<file path="src/pkg/tws_regs.svh">
// Purpose: Constants for the tuning word serial link.
// Assumes: 25 MHz system clock on both ends.
// Notes: Times are in nanoseconds; counts derive from them.
`ifndef TWS_REGS_SVH
`define TWS_REGS_SVH
`define TWS_WORD_W          8
`define TWS_RSVD_HI_POS     7
`define TWS_RSVD_LO_POS     6
`define TWS_STANDBY_POS     5
`define TWS_STATE_MSB       4
`define TWS_STATE_LSB       0
`define TWS_CTRL_RESET      8'h00
`define TWS_CLK_NS          40
`define TWS_GAP_NS          38.4
`define TWS_GAP_CYC         int'($ceil(`TWS_GAP_NS / `TWS_CLK_NS))
`define TWS_SETTLE_NS       12000
`define TWS_SETTLE_CYC      (`TWS_SETTLE_NS / `TWS_CLK_NS)
`define TWS_WAKE_NS         70000
`define TWS_WAKE_CYC        (`TWS_WAKE_NS / `TWS_CLK_NS)
`define TWS_HALF_DIV        4
`endif

</file>
<file path="src/pkg/tws_pkg.sv">
// Purpose: Types shared by both ends of the tuning word link.
// Assumes: Nothing beyond the constants header.
// Notes: The word layout mirrors the control register.
package tws_pkg;
	typedef struct packed {
		logic [1:0] reserved;
		logic       standby_select;
		logic [4:0] state_code;
	} tws_word_t;
	typedef enum logic [2:0] {
		TWS_IDLE, TWS_OPEN, TWS_LOW, TWS_HIGH, TWS_CLOSE, TWS_GAP
	} tws_mst_t;
endpackage

</file>
<file path="src/pkg/tws_if.sv">
// Purpose: Three-wire link between master and receiver.
// Assumes: The master drives every wire.
// Notes: No clocking block; both ends sample on their own clock.
`timescale 1ns/1ns
`default_nettype none
interface tws_if;
	logic serial_latch_enable;
	logic serial_clock;
	logic serial_data;
	modport master (output serial_latch_enable, output serial_clock,
		output serial_data);
	modport receiver (input serial_latch_enable, input serial_clock,
		input serial_data);
endinterface
`default_nettype wire

</file>
<file path="src/rtl/tws_receiver.sv">
// Purpose: Tuning word receiver for the tunable capacitor.
// Assumes: Link wires are asynchronous and sampled by clk_sys.
//   Serial clock high and low phases last two clocks or more.
// Notes: The busy output models settling and wake-up times.
//   A new word during wake-up does not cut the wake-up short.
//
// What this block does
// - Master raises enable before any clock pulse.
// - Capture one bit per rising serial clock.
// - Word travels most significant bit first.
// - Master changes data after falling clock edges.
// - Enable falling edge loads and applies word.
// - No bit count; last eight bits kept.
// - Master sends zeros in bits seven, six.
// - Bit five one selects low-current standby.
// - Bits four to zero select state.
// - Shared clock and data, separate enables.
// - Respond only while own enable is high.
// - Shared enable requires loading every device.
// - Enable stays low at least gap time.
// - Capacitance settles within twelve microseconds.
// - Standby exit recovers within seventy microseconds.
`include "tws_regs.svh"
`timescale 1ns/1ns
`default_nettype none
module tws_receiver
	import tws_pkg::*;
#(
	parameter int SETTLE_CYC = `TWS_SETTLE_CYC,
	parameter int WAKE_CYC   = `TWS_WAKE_CYC
) (
	// System.
	input  wire logic       clk_sys,
	input  wire logic       srst,
	// Link.
	tws_if.receiver         link,
	// Tuning state.
	output logic            tunable_capacitor_standby,
	output logic [4:0]      tunable_capacitor_state,
	output logic [7:0]      tuning_control_word,
	output logic            tunable_capacitor_busy
);
	if (SETTLE_CYC < 1 || SETTLE_CYC > 65535) begin : g_bad_settle
		$error("SETTLE_CYC must lie between 1 and 65535.");
	end
	if (WAKE_CYC < 1 || WAKE_CYC > 65535) begin : g_bad_wake
		$error("WAKE_CYC must lie between 1 and 65535.");
	end

	localparam tws_word_t CTRL_RESET = `TWS_CTRL_RESET;

	logic [2:0]  sync_en;
	logic [2:0]  next_sync_en;
	logic [2:0]  sync_clk;
	logic [2:0]  next_sync_clk;
	logic [1:0]  sync_dat;
	logic [1:0]  next_sync_dat;
	logic [7:0]  shift;
	wire  [7:0]  next_shift;
	logic        sclk_rise;
	logic        sen_fall;
	logic        capture;
	logic [7:0]  next_ctrl;
	tws_word_t   new_word;
	tws_word_t   cur_word;
	logic        word_changed;
	logic        waking;
	logic        next_standby;
	logic [4:0]  next_state_code;
	logic [15:0] settle_cnt;
	logic [15:0] next_settle_cnt;
	logic [15:0] wake_cnt;
	logic [15:0] next_wake_cnt;

	// Enable synchroniser; only the second and third stages are read.
	always_comb begin
		next_sync_en = {sync_en[1:0], link.serial_latch_enable};
	end

	always_ff @(posedge clk_sys) begin
		if (srst)
			sync_en <= 3'h0;
		else
			sync_en <= next_sync_en;
	end

	// Serial clock synchroniser.
	always_comb begin
		next_sync_clk = {sync_clk[1:0], link.serial_clock};
	end

	always_ff @(posedge clk_sys) begin
		if (srst)
			sync_clk <= 3'h0;
		else
			sync_clk <= next_sync_clk;
	end

	// Data synchroniser; two stages line it up with the clock edge.
	always_comb begin
		next_sync_dat = {sync_dat[0], link.serial_data};
	end

	always_ff @(posedge clk_sys) begin
		if (srst)
			sync_dat <= 2'h0;
		else
			sync_dat <= next_sync_dat;
	end

	// Edges come from the second and third stages only.
	assign sclk_rise = sync_clk[1] && !sync_clk[2];
	assign sen_fall  = !sync_en[1] && sync_en[2];
	assign capture   = sclk_rise && sync_en[1];

	// Bit 0 takes the data and each higher stage its neighbour on a capture; no bit count is kept.
	for (genvar i = 0; i < `TWS_WORD_W; i++) begin : g_shift
		if (i == 0) begin : g_first
			assign next_shift[i] = capture ? sync_dat[1] : shift[i];
		end else begin : g_rest
			assign next_shift[i] = capture ? shift[i-1] : shift[i];
		end
	end

	always_ff @(posedge clk_sys) begin
		if (srst)
			shift <= `TWS_CTRL_RESET;
		else
			shift <= next_shift;
	end

	assign new_word     = tws_word_t'(shift);
	assign cur_word     = tws_word_t'(tuning_control_word);
	assign word_changed = (shift != tuning_control_word);
	assign waking       = cur_word.standby_select && !new_word.standby_select;

	// The whole word is applied at the enable's falling edge.
	always_comb begin
		next_ctrl = tuning_control_word;
		if (sen_fall)
			next_ctrl = shift;
	end

	always_ff @(posedge clk_sys) begin
		if (srst)
			tuning_control_word <= `TWS_CTRL_RESET;
		else
			tuning_control_word <= next_ctrl;
	end

	// Outputs are loaded at the same edge as the control register.
	always_comb begin
		next_standby    = tunable_capacitor_standby;
		next_state_code = tunable_capacitor_state;
		if (sen_fall) begin
			next_standby    = new_word.standby_select;
			next_state_code = new_word.state_code;
		end
	end

	always_ff @(posedge clk_sys) begin
		if (srst) begin
			tunable_capacitor_standby <= CTRL_RESET.standby_select;
			tunable_capacitor_state   <= CTRL_RESET.state_code;
		end else begin
			tunable_capacitor_standby <= next_standby;
			tunable_capacitor_state   <= next_state_code;
		end
	end

	// State changes count down the settling time.
	always_comb begin
		next_settle_cnt = settle_cnt;
		if (settle_cnt != 16'h0000)
			next_settle_cnt = settle_cnt - 16'h0001;
		if (sen_fall && !waking && word_changed)
			next_settle_cnt = 16'(SETTLE_CYC);
	end

	always_ff @(posedge clk_sys) begin
		if (srst)
			settle_cnt <= 16'h0000;
		else
			settle_cnt <= next_settle_cnt;
	end

	// Leaving standby counts down the longer wake-up time.
	always_comb begin
		next_wake_cnt = wake_cnt;
		if (wake_cnt != 16'h0000)
			next_wake_cnt = wake_cnt - 16'h0001;
		if (sen_fall && waking)
			next_wake_cnt = 16'(WAKE_CYC);
	end

	always_ff @(posedge clk_sys) begin
		if (srst)
			wake_cnt <= 16'h0000;
		else
			wake_cnt <= next_wake_cnt;
	end

	assign tunable_capacitor_busy = (settle_cnt != 16'h0000) ||
		(wake_cnt != 16'h0000);
endmodule
`default_nettype wire

</file>
<file path="src/flat_wrapper.sv">
// flat-port wrapper written by rule: the top's interface ports become plain ports
module tws_receiver_flat import tws_pkg::*;
#(
	parameter int SETTLE_CYC = `TWS_SETTLE_CYC,
	parameter int WAKE_CYC   = `TWS_WAKE_CYC
)
  (clk_sys, srst, tunable_capacitor_standby, tunable_capacitor_state, tuning_control_word, tunable_capacitor_busy, link_serial_latch_enable, link_serial_clock, link_serial_data);
  tws_if link_i ();
  input  wire logic clk_sys;
  input  wire logic srst;
  output logic tunable_capacitor_standby;
  output logic [4:0] tunable_capacitor_state;
  output logic [7:0] tuning_control_word;
  output logic tunable_capacitor_busy;
  input wire logic [$bits(link_i.serial_latch_enable)-1:0] link_serial_latch_enable;
  input wire logic [$bits(link_i.serial_clock)-1:0] link_serial_clock;
  input wire logic [$bits(link_i.serial_data)-1:0] link_serial_data;
  assign link_i.serial_latch_enable = link_serial_latch_enable;
  assign link_i.serial_clock = link_serial_clock;
  assign link_i.serial_data = link_serial_data;
  tws_receiver #(.SETTLE_CYC(SETTLE_CYC), .WAKE_CYC(WAKE_CYC)) u_core (.clk_sys(clk_sys), .srst(srst), .link(link_i), .tunable_capacitor_standby(tunable_capacitor_standby), .tunable_capacitor_state(tunable_capacitor_state), .tuning_control_word(tuning_control_word), .tunable_capacitor_busy(tunable_capacitor_busy));
endmodule
</file>
<file path="config.mk">
export PLATFORM = sky130hd
export DESIGN_NAME = tws_receiver_flat
export DESIGN_NICKNAME = d
export VERILOG_FILES = /design/src/pkg/tws_pkg.sv /design/src/pkg/tws_if.sv /design/src/rtl/tws_receiver.sv /design/src/flat_wrapper.sv
export VERILOG_INCLUDE_DIRS = /design/src /design/src/pkg
export SDC_FILE = /design/constraint.sdc
export NUM_CORES = 1
export LEC_CHECK = 0
export BUFFER_PORTS_ARGS = -buffer_cell sky130_fd_sc_hd__buf_2
export CAP_MARGIN = 5
export CORE_UTILIZATION = 40
export CTS_CLUSTER_DIAMETER = 30
export DETAILED_ROUTE_END_ITERATION = 10
export SYNTH_ARGS = -nofsm -noshare
export SYNTH_HDL_FRONTEND = slang
export SYNTH_SLANG_ARGS = --single-unit
</file>
<file path="constraint.sdc">
create_clock -name clk_sys -period 4.6 [get_ports clk_sys]
set_input_delay 0.46 -clock clk_sys [delete_from_list [all_inputs] [get_ports clk_sys]]
set_output_delay 0.46 -clock clk_sys [all_outputs]
set_load 0.05 [all_outputs]
</file>
## After elaboration in Yosys (flattened, before gate mapping)

Cells that the tools add are included.

| operators by class | value |
|---|---|
| $add $sub $neg | 2 |
| $mul | 0 |
| div/mod/pow operators | 0 |
| order comparisons | 0 |
| eq/ne operators | 1 |
| shifts and indexed selects | 0 |
| muxes and demuxes | 4 |
| bitwise gates (word level) | 0 |
| reductions and logical operators | 18 |

Operator list:

| operator | count |
|---|---|
| $reduce_bool 16->1 | 2 |
| $sub 16x1->16 const B | 2 |
| $mux 11 | 2 |
| $mux 9 | 2 |
| $ne 8x8->1 | 1 |
| $logic_and 1x1->1 | 7 |
| $logic_not 1->1 | 4 |
| $reduce_bool 2->1 | 2 |
| $reduce_or 2->1 | 2 |
| $logic_or 1x1->1 | 1 |

| word-level totals | value |
|---|---|
| bits in registers | 62 |
| latch bits | 0 |
| memory bits (writable) | 0 |
| ROM bits | 0 |
| output and inout port bits | 15 |
| logic and storage cells | 36 |
| memories kept | 0 |

## Longest topological paths before layout

Gate-level depths: netlist (run 1).

| depth | value |
|---|---|
| depth after elaboration | 6 |
| depth in mapped cells | 7 |
| depth with buffers taken out | 6 |

## Worst setup path after synthesis (run 1)

No wires, ideal clock.

| timing path | value |
|---|---|
| path type | reg-to-output |
| start | reg u_core.wake_cnt[10] |
| end | out tunable_capacitor_busy |
| data arrival time | 1.800 ns |
| required time | 4.140 ns |
| path slack | 2.340 ns |
| stages on the path, launching flop included | 5 |
| cells stage by stage | dfxtp_1 or4_1 or3_1 nor2_1 nand3_1 |

| between the ends | value |
|---|---|
| longest elaborated chain between the ends | 2 |

Ends and longest elaborated chain:

| element | line | text |
|---|---|---|
| start: declaration | tws_receiver.sv:72 | `logic [15:0] wake_cnt;` |
| start signal: assignment | tws_receiver.sv:200 | `wake_cnt <= next_wake_cnt;` |
| $reduce_bool 16->1 | tws_receiver.sv:204 | `(wake_cnt != 16'h0000);` |
| $logic_or 1x1->1 | tws_receiver.sv:203 | `assign tunable_capacitor_busy = (settle_cnt != 16'h0000) \|\|` |
| end: declaration | flat_wrapper.sv:14 | `output logic tunable_capacitor_busy;` |

Every way passes these cells.

## Worst setup path after layout (run 1)

Same ends and word-level chain as after synthesis.

==> run_results.csv, run 1 <==
group,metric,value,unit
status,run_status,"finished, final reports clean",
pwr,swShare,42.4,%
setup_path,rrSetupSlack,2.45,ns
global_route,grt_most_used_layer,"met2",
drt,vias_per_cell,5.74,
setup_path,reg2reg_depth,6,
drt,first_pass_iters,4,
global_route,met2_usage,23.5,%
synthesis,ys_seq_area_share,42.1,%
floorplanning,die_width,83.6,um
setup_path,crit_chain,"or4_1, or3_1, nor2_1, nand3_1, buf_2",
setup_path,rr_endpoint,"u_core.wake_cnt[14]",
pwr,sequentialPowerShare,38.3,%
floorplanning,start_util,41.7,%
floorplanning,fp.dieH,83.6,um
pwr,netSwitchingPower,793,uW
clock_network,clockBufferDepth,2,
synthesis,ys_seq_elements,56,
timing,max_slew_margin,42.4,%
min_path,min_from,"link_serial_data",
min_path,hold_path_depth,2,
place,dp_hpwl,3570,um
pwr,p_total,1870,uW
synthesis,yosys_warnings,0,
timing,period_share,57.2,%
timing,min_period,2.63,ns
synthesis,synth_area_per_cell,8.93,sq um
clock_network,clock_sinks,56,
place,port_buffers,19,
timing,clock_skew,0.00668,ns
setup_path,crit_slowest_cell,"or4_1",
setup_path,slowest_delay,0.60,ns
setup_path,critical_path_class,"register to primary output",
pwr,pwr-share-clk,15.0,%
synthesis,synth_top_area_share,42.1,%
global_route,use_met3,3.66,%
clock_network,ctsResizeCount,0,
cells_and_area,nNetsFinal,314,
clock_network,insertion_delay,0.31,ns
floorplanning,pin_count,20,
synthesis,synthTopCellsByArea,"dfxtp_1 42%, a21oi_1 3.8%, nand2_1 3.4%",
synthesis,async_flop_share,0,%
drt,vias,2200,
place,gp_congestion,0.838,
clock_network,cts-root-buf,"clkbuf_8",
timing,finalHoldViolCount,0,
pwr,peakVddDrop,0.000314,V
drt,drc_errors,0,
global_route,overflow,0,
clock_network,cts_tree,"yes",
global_route,gr-usage-all-layers,15.8,%
pwr,combPwrFrac,46.7,%
floorplanning,dieArea,6980,sq um
cells_and_area,area_growth,6.96,%
drt,routedWlPerCell,13.8,um
clock_network,htree_levels,2,
synthesis,synth_area,2660,sq um
drt,initialDrtViolationCount,107,
timing,tns,0,ns
global_route,antenna_found_initial,0,
synthesis,syn_nets,307,
synthesis,synth.distinct_cells,55,
setup_path,startpoint_type,"register",
global_route,first_global_vias,1924,
setup_path,cp.buffers_inverters,1,
timing,slew_viol_final,0,
pwr,p_leak,0.00109,uW
global_route,grt_pass1_wl,9050,um
synthesis,synth_cells,298,
setup_path,path_max_fanout,7,
floorplanning,coreArea,6390,sq um
job,maxCapViolCount,0,
clock_network,ctsHoldBuffers,0,
setup_path,crit_required,4.14,ns
min_path,min_to,"u_core.sync_dat[0]",
pwr,power_density,658,nW/um^2
timing,tightest_slew,0.865,ns
cells_and_area,diodes,0,
drt,ant_nets,0,
synthesis,synth_edf_count,0,
synthesis,yosys.area.top_type,"dfxtp_1",
clock_network,clk_pin_slew,0.10,ns
timing,fmax,380,MHz
drt,drt-total-wl,5280,um
cells_and_area,drive_gt1_share,11.8,%
clock_network,post_cts_buffers,0,
setup_path,cp-end-kind,"primary output",
timing,setup_viol,0,
min_path,hp-class,"input port to register",
setup_path,crit_arrival,2.17,ns
global_route,globalRouteMet1Util,22.0,%
synthesis,synth_ff_type,"dfxtp_1",
setup_path,r2r-start,"u_core.wake_cnt[0]",
clock_network,cts_buffers,5,
pwr,internal_power,1080,uW
setup_path,cp_top_family,"simple AND/OR/NAND/NOR gates",
floorplanning,rows,29,
global_route,grt_start_max_net_pins,48,
cells_and_area,fill_cells,626,
timing,rsz0062_at_grt,"no",
## layer usage
metal	vias to the layer above	share of wire (%)
li1	1132	-
met1	1020	53
met2	40	43
met5	-	0
met4	0	1.4
met3	8	3.4
## layout make-up
| cell class | count | area [sq um] | share of cell area, % |
|---|---|---|---|
| Clock buffer | 5 | 68.8 | 2.42 |
| Clock inverter | 3 | 27.5 | 0.967 |
| Inverter | 8 | 30.0 | 1.06 |
| Multi-Input combinational cell | 215 | 1410 | 49.4 |
| Sequential cell | 56 | 1120 | 39.4 |
| Tap cell | 77 | 96.3 | 3.39 |
| Timing Repair Buffer | 19 | 95.1 | 3.34 |
## sequential cells by signal, summed over array words and instances (netlist names)
signal                          cells
u_core.settle_cnt                  16
u_core.tunable_capacitor_state      4
u_core.sync_clk                     3
u_core.wake_cnt                    16
u_core.new_word                     8
u_core.sync_en                      3
u_core.sync_dat                     2
u_core.tuning_control_word          4
## cell usage in the layout, fill, tap and decap left out, types with 3 or more instances in the layout
cell type / count
ha_1: 4
a211oi_1: 8
mux2i_1: 7
or4_1: 11
or3_1: 9
clkbuf_8: 5
nand3_1: 7
nor4b_1: 3
a21oi_1: 20
nor2b_1: 9
o21ai_0: 5
o31ai_1: 11
xnor2_1: 8
inv_1: 8
nand2b_1: 4
dfxtp_1: 56
buf_2: 19
nand4_1: 4
nand3b_1: 3
nor3_1: 8
or2_2: 3
nor4_1: 7
a31oi_1: 7
nand2_1: 24
nor2_1: 20
## synthesized netlist by cell type, types with 5 or more instances
master    count
nor3_1        8
or4_1        11
or3_1         9
nand3_1       7
nand2_1      24
mux2i_1       7
a21oi_1      20
clkbuf_1     10
a211oi_1      8
buf_4         6
nor4_1        7
dfxtp_1      56
o21ai_0       5
nor2_1       20
inv_1         8
o31ai_1      11
xnor2_1       8
nor2b_1       9
a31oi_1       7
## worst max path at each step
stage,endpoint,slack (ns),depth (start not counted),start
2_1_floorplan,tunable_capacitor_busy,2.34,4,u_core.wake_cnt[10]
3_3_place_gp,tunable_capacitor_busy,2.33,5,u_core.wake_cnt[10]
3_5_place_dp,tunable_capacitor_busy,2.32,5,u_core.wake_cnt[10]
4_1_cts,tunable_capacitor_busy,1.95,5,u_core.wake_cnt[10]
5_1_grt,tunable_capacitor_busy,1.79,4,u_core.settle_cnt[10]
6_report,tunable_capacitor_busy,1.97,5,u_core.wake_cnt[10]
## logic make-up after synthesis
family | count (synthesis) | synth area share, %
XOR/XNOR | 8 | 2.63
AO/OA/AOI/OAI | 70 | 18.1
flip-flops | 56 | 42.1
AND/OR/NAND/NOR | 126 | 27.7
buffers and inverters | 27 | 4.99
adder cells (fa/ha/maj) | 4 | 1.88
multiplexers | 7 | 2.63
## power groups by stage
| stage | clock (uW) | combinational, uW | sequential, uW |
|---|---|---|---|
| floorplan | 0 | 749 | 697 |
| global placement | 0 | 859 | 723 |
| detailed placement | 0 | 862 | 723 |
| CTS | 296 | 865 | 714 |
| global route | 314 | 992 | 737 |
| finish | 280 | 873 | 717 |
## through the flow
step | util [%] | setup slack (ns) | hold WS [ns] | std cells | cell area (sq um)
final | 44.6 | 1.97 | 0.350 | 383 | 2850
after global routing | 44.6 | 1.79 | 0.338 | 383 | 2850
after CTS | 44.6 | 1.95 | 0.342 | 383 | 2850
after detailed placement | 43.0 | 2.32 | 0.439 | 375 | 2750
after global placement | 43.0 | 2.33 | 0.423 | 375 | 2750
after floorplan | - | 2.34 | 0.414 | 298 | 2660
Note: power is estimated with default switching activity, not from simulation.
==> inputs of run 2 (changes only) <==
--- a/config.mk
+++ b/config.mk
@@ -6,6 +6,7 @@
 export SDC_FILE = /design/constraint.sdc
 export NUM_CORES = 1
 export LEC_CHECK = 0
+export ABC_AREA = 1
 export BUFFER_PORTS_ARGS = -buffer_cell sky130_fd_sc_hd__buf_2
 export CAP_MARGIN = 5
 export CORE_UTILIZATION = 40
==> constraint.sdc (replaced) <==
create_clock -name clk_sys -period 2.47 [get_ports clk_sys]
set_input_delay 0.247 -clock clk_sys [delete_from_list [all_inputs] [get_ports clk_sys]]
set_output_delay 0.247 -clock clk_sys [all_outputs]
set_load 0.05 [all_outputs]
==> run 2 against run 1 <==
Utilization grew 0.46 points. Clock skew grew 0.0018 ns. Synthesized cell count grew 38%. Sequential cell count is the same. Setup slack lost 1.3 ns. Critical endpoint unchanged. Largest cell class unchanged.
==> run_results.csv, run 2 <==
group,metric,value,unit
synthesis,synth_cells,411,
global_route,grt_start_max_net_pins,20,
cells_and_area,seqCellArea,1120,sq um
cells_and_area,final_common_cell,"nand2_1",
timing,tns,0,ns
floorplanning,coreArea,6870,sq um
cells_and_area,drive_gt1_share,18.4,%
setup_path,critical_path_class,"register to primary output",
setup_path,crit_required,2.22,ns
global_route,met2_usage,26.2,%
timing,period_share,73.8,%
setup_path,slowest_delay,0.34,ns
pwr,power_density,1390,nW/um^2
timing,tightest_slew,0.351,ns
synthesis,ys_top_cells_by_count,"90 x nand2_1, 56 x dfxtp_1, 51 x nor2_1, 47 x inv_1, 29 x nand3_1",
min_path,hp-class,"input port to register",
clock_network,ctsResizeCount,0,
clock_network,insertion_delay,0.31,ns
drt,vias_per_cell,4.63,
clock_network,ctsHoldBuffers,0,
synthesis,synth_edf_count,0,
floorplanning,dieArea,7540,sq um
synthesis,synth.distinct_cells,30,
global_route,grt_pass1_wl,9340,um
clock_network,cts_tree,"yes",
synthesis,synth_top_area_share,38.9,%
clock_network,post_cts_buffers,0,
floorplanning,pin_count,20,
timing,fmax,548,MHz
drt,routedWlPerCell,10.6,um
clock_network,cts-root-buf,"clkbuf_8",
pwr,p_leak,0.00148,uW
global_route,first_global_vias,2140,
global_route,use_met3,2.65,%
synthesis,synth_ff_type,"dfxtp_1",
synthesis,syn_nets,420,
setup_path,crit_arrival,1.58,ns
drt,drt-total-wl,5540,um
cells_and_area,nNetsFinal,433,
cells_and_area,multi_input_area,1450,sq um
timing,hold_slack,0.132,ns
clock_network,htree_levels,2,
cells_and_area,fill_cells,717,
synthesis,yosysMostFrequentCell,"nand2_1",
floorplanning,fp.dieH,86.9,um
synthesis,ys_seq_area_share,38.9,%
synthesis,yosys_warnings,0,
cells_and_area,diodes,0,
clock_network,clockBufferDepth,2,
global_route,overflow,0,
drt,first_pass_iters,4,
drt,initialDrtViolationCount,114,
timing,max_slew_margin,76.5,%
setup_path,path_max_fanout,4,
drt,vias,2411,
pwr,peakVddDrop,0.000375,V
floorplanning,die_width,86.9,um
setup_path,cp-end-kind,"primary output",
global_route,grt_most_used_layer,"met2",
status,run_status,"finished, final reports clean",
synthesis,yosys.area.top_type,"dfxtp_1",
timing,setup_viol,0,
setup_path,crit_chain,"inv_1, ha_1, nand3_2, nor2_1, nand4_1, buf_2",
timing,min_period,1.82,ns
timing,clock_skew,0.00849,ns
global_route,antenna_found_initial,0,
synthesis,ys_seq_elements,56,
global_route,globalRouteMet1Util,20.3,%
drt,drc_errors,0,
synthesis,synth_area_per_cell,7.01,sq um
cells_and_area,final_cell_mix,"90 x nand2_1, 56 x dfxtp_1, 51 x nor2_1",
cells_and_area,area_growth,7.34,%
clock_network,clk_pin_slew,0.10,ns
synthesis,synthTopCellsByArea,"dfxtp_1 39%, nand2_1 12%, nor2_1 6.6%",
timing,rsz0062_at_grt,"no",
floorplanning,rows,30,
setup_path,crit_slowest_cell,"dfxtp_1",
setup_path,startpoint_type,"register",
place,gp_congestion,0.846,
job,maxCapViolCount,0,
synthesis,synth_area,2880,sq um
place,dp_hpwl,4120,um
synthesis,async_flop_share,0,%
floorplanning,start_util,41.9,%
timing,slew_viol_final,0,
clock_network,cts_buffers,5,
place,port_buffers,19,
timing,finalHoldViolCount,0,
drt,ant_nets,0,
clock_network,clock_sinks,56,
global_route,gr-usage-all-layers,15.7,%
==> run 2: cell type report <==
class,count,area share [%]
clock buffers,5,2.23
clock inverters,3,0.728
inverters,54,6.56
multi-input cells,287,47.0
flip-flops and latches,56,36.3
well taps,96,3.89
repair buffers,20,3.32
==> run 2: stage by stage <==
stage               cell area [sq um]  utilization (%)  power, uW  instances  setup slack, ns
finish                           3090             45.0       4290        521            0.646
global route                     3090             45.0       4750        521            0.503
CTS                              3090             45.0       4320        521            0.629
detailed placement               3000             43.7       3790        513            0.979
global placement                 3000             43.7       3750        513             1.01
floorplan                        2880                -       3410        411            0.884
==> run 2: power breakdown <==
group          internal [uW]  switching [uW]
Sequential              1140             203
Combinational            870            1560
Clock                    204             317
==> run 2: worst max-delay path, delay by kind of cell, from the launching register on <==
| kind | cells | cell delay (ns) |
|---|---|---|
| AND/OR/NAND/NOR | 3 | 0.43 |
| flip-flops | 1 | 0.34 |
| buffers and inverters | 2 | 0.31 |
| adder cells (fa/ha/maj) | 1 | 0.20 |
==> run 2: routing by layer <==
| layer | up-vias | part of all wire (%) |
|---|---|---|
| li1 | 1297 | - |
| met3 | 7 | 3.1 |
| met1 | 1074 | 51 |
| met4 | 0 | 1.3 |
| met5 | - | 0 |
| met2 | 33 | 45 |
==> run 2: final timing paths <==
kind | slack [ns] | startpoint | cells past startpoint | end
hold / removal | 0.13 | link_serial_clock | 3 | u_core.sync_clk[0]
setup reg to reg | 0.98 | u_core.wake_cnt[1] | 9 | u_core.wake_cnt[1]
setup / recovery | 0.65 | u_core.wake_cnt[1] | 6 | tunable_capacitor_busy
hold reg to reg | 0.41 | u_core.sync_clk[0] | 2 | u_core.sync_clk[1]
==> run 2: cell families after synthesis <==
group	count (synthesis)	share of synthesized area (%)
adders and majority gates	4	1.74
xor gates and xnor gates	12	3.65
and+or+nand+nor	225	36.9
DFF	56	38.9
AOI/OAI and AO/OA	46	8.21
buffers and inverters	68	10.6
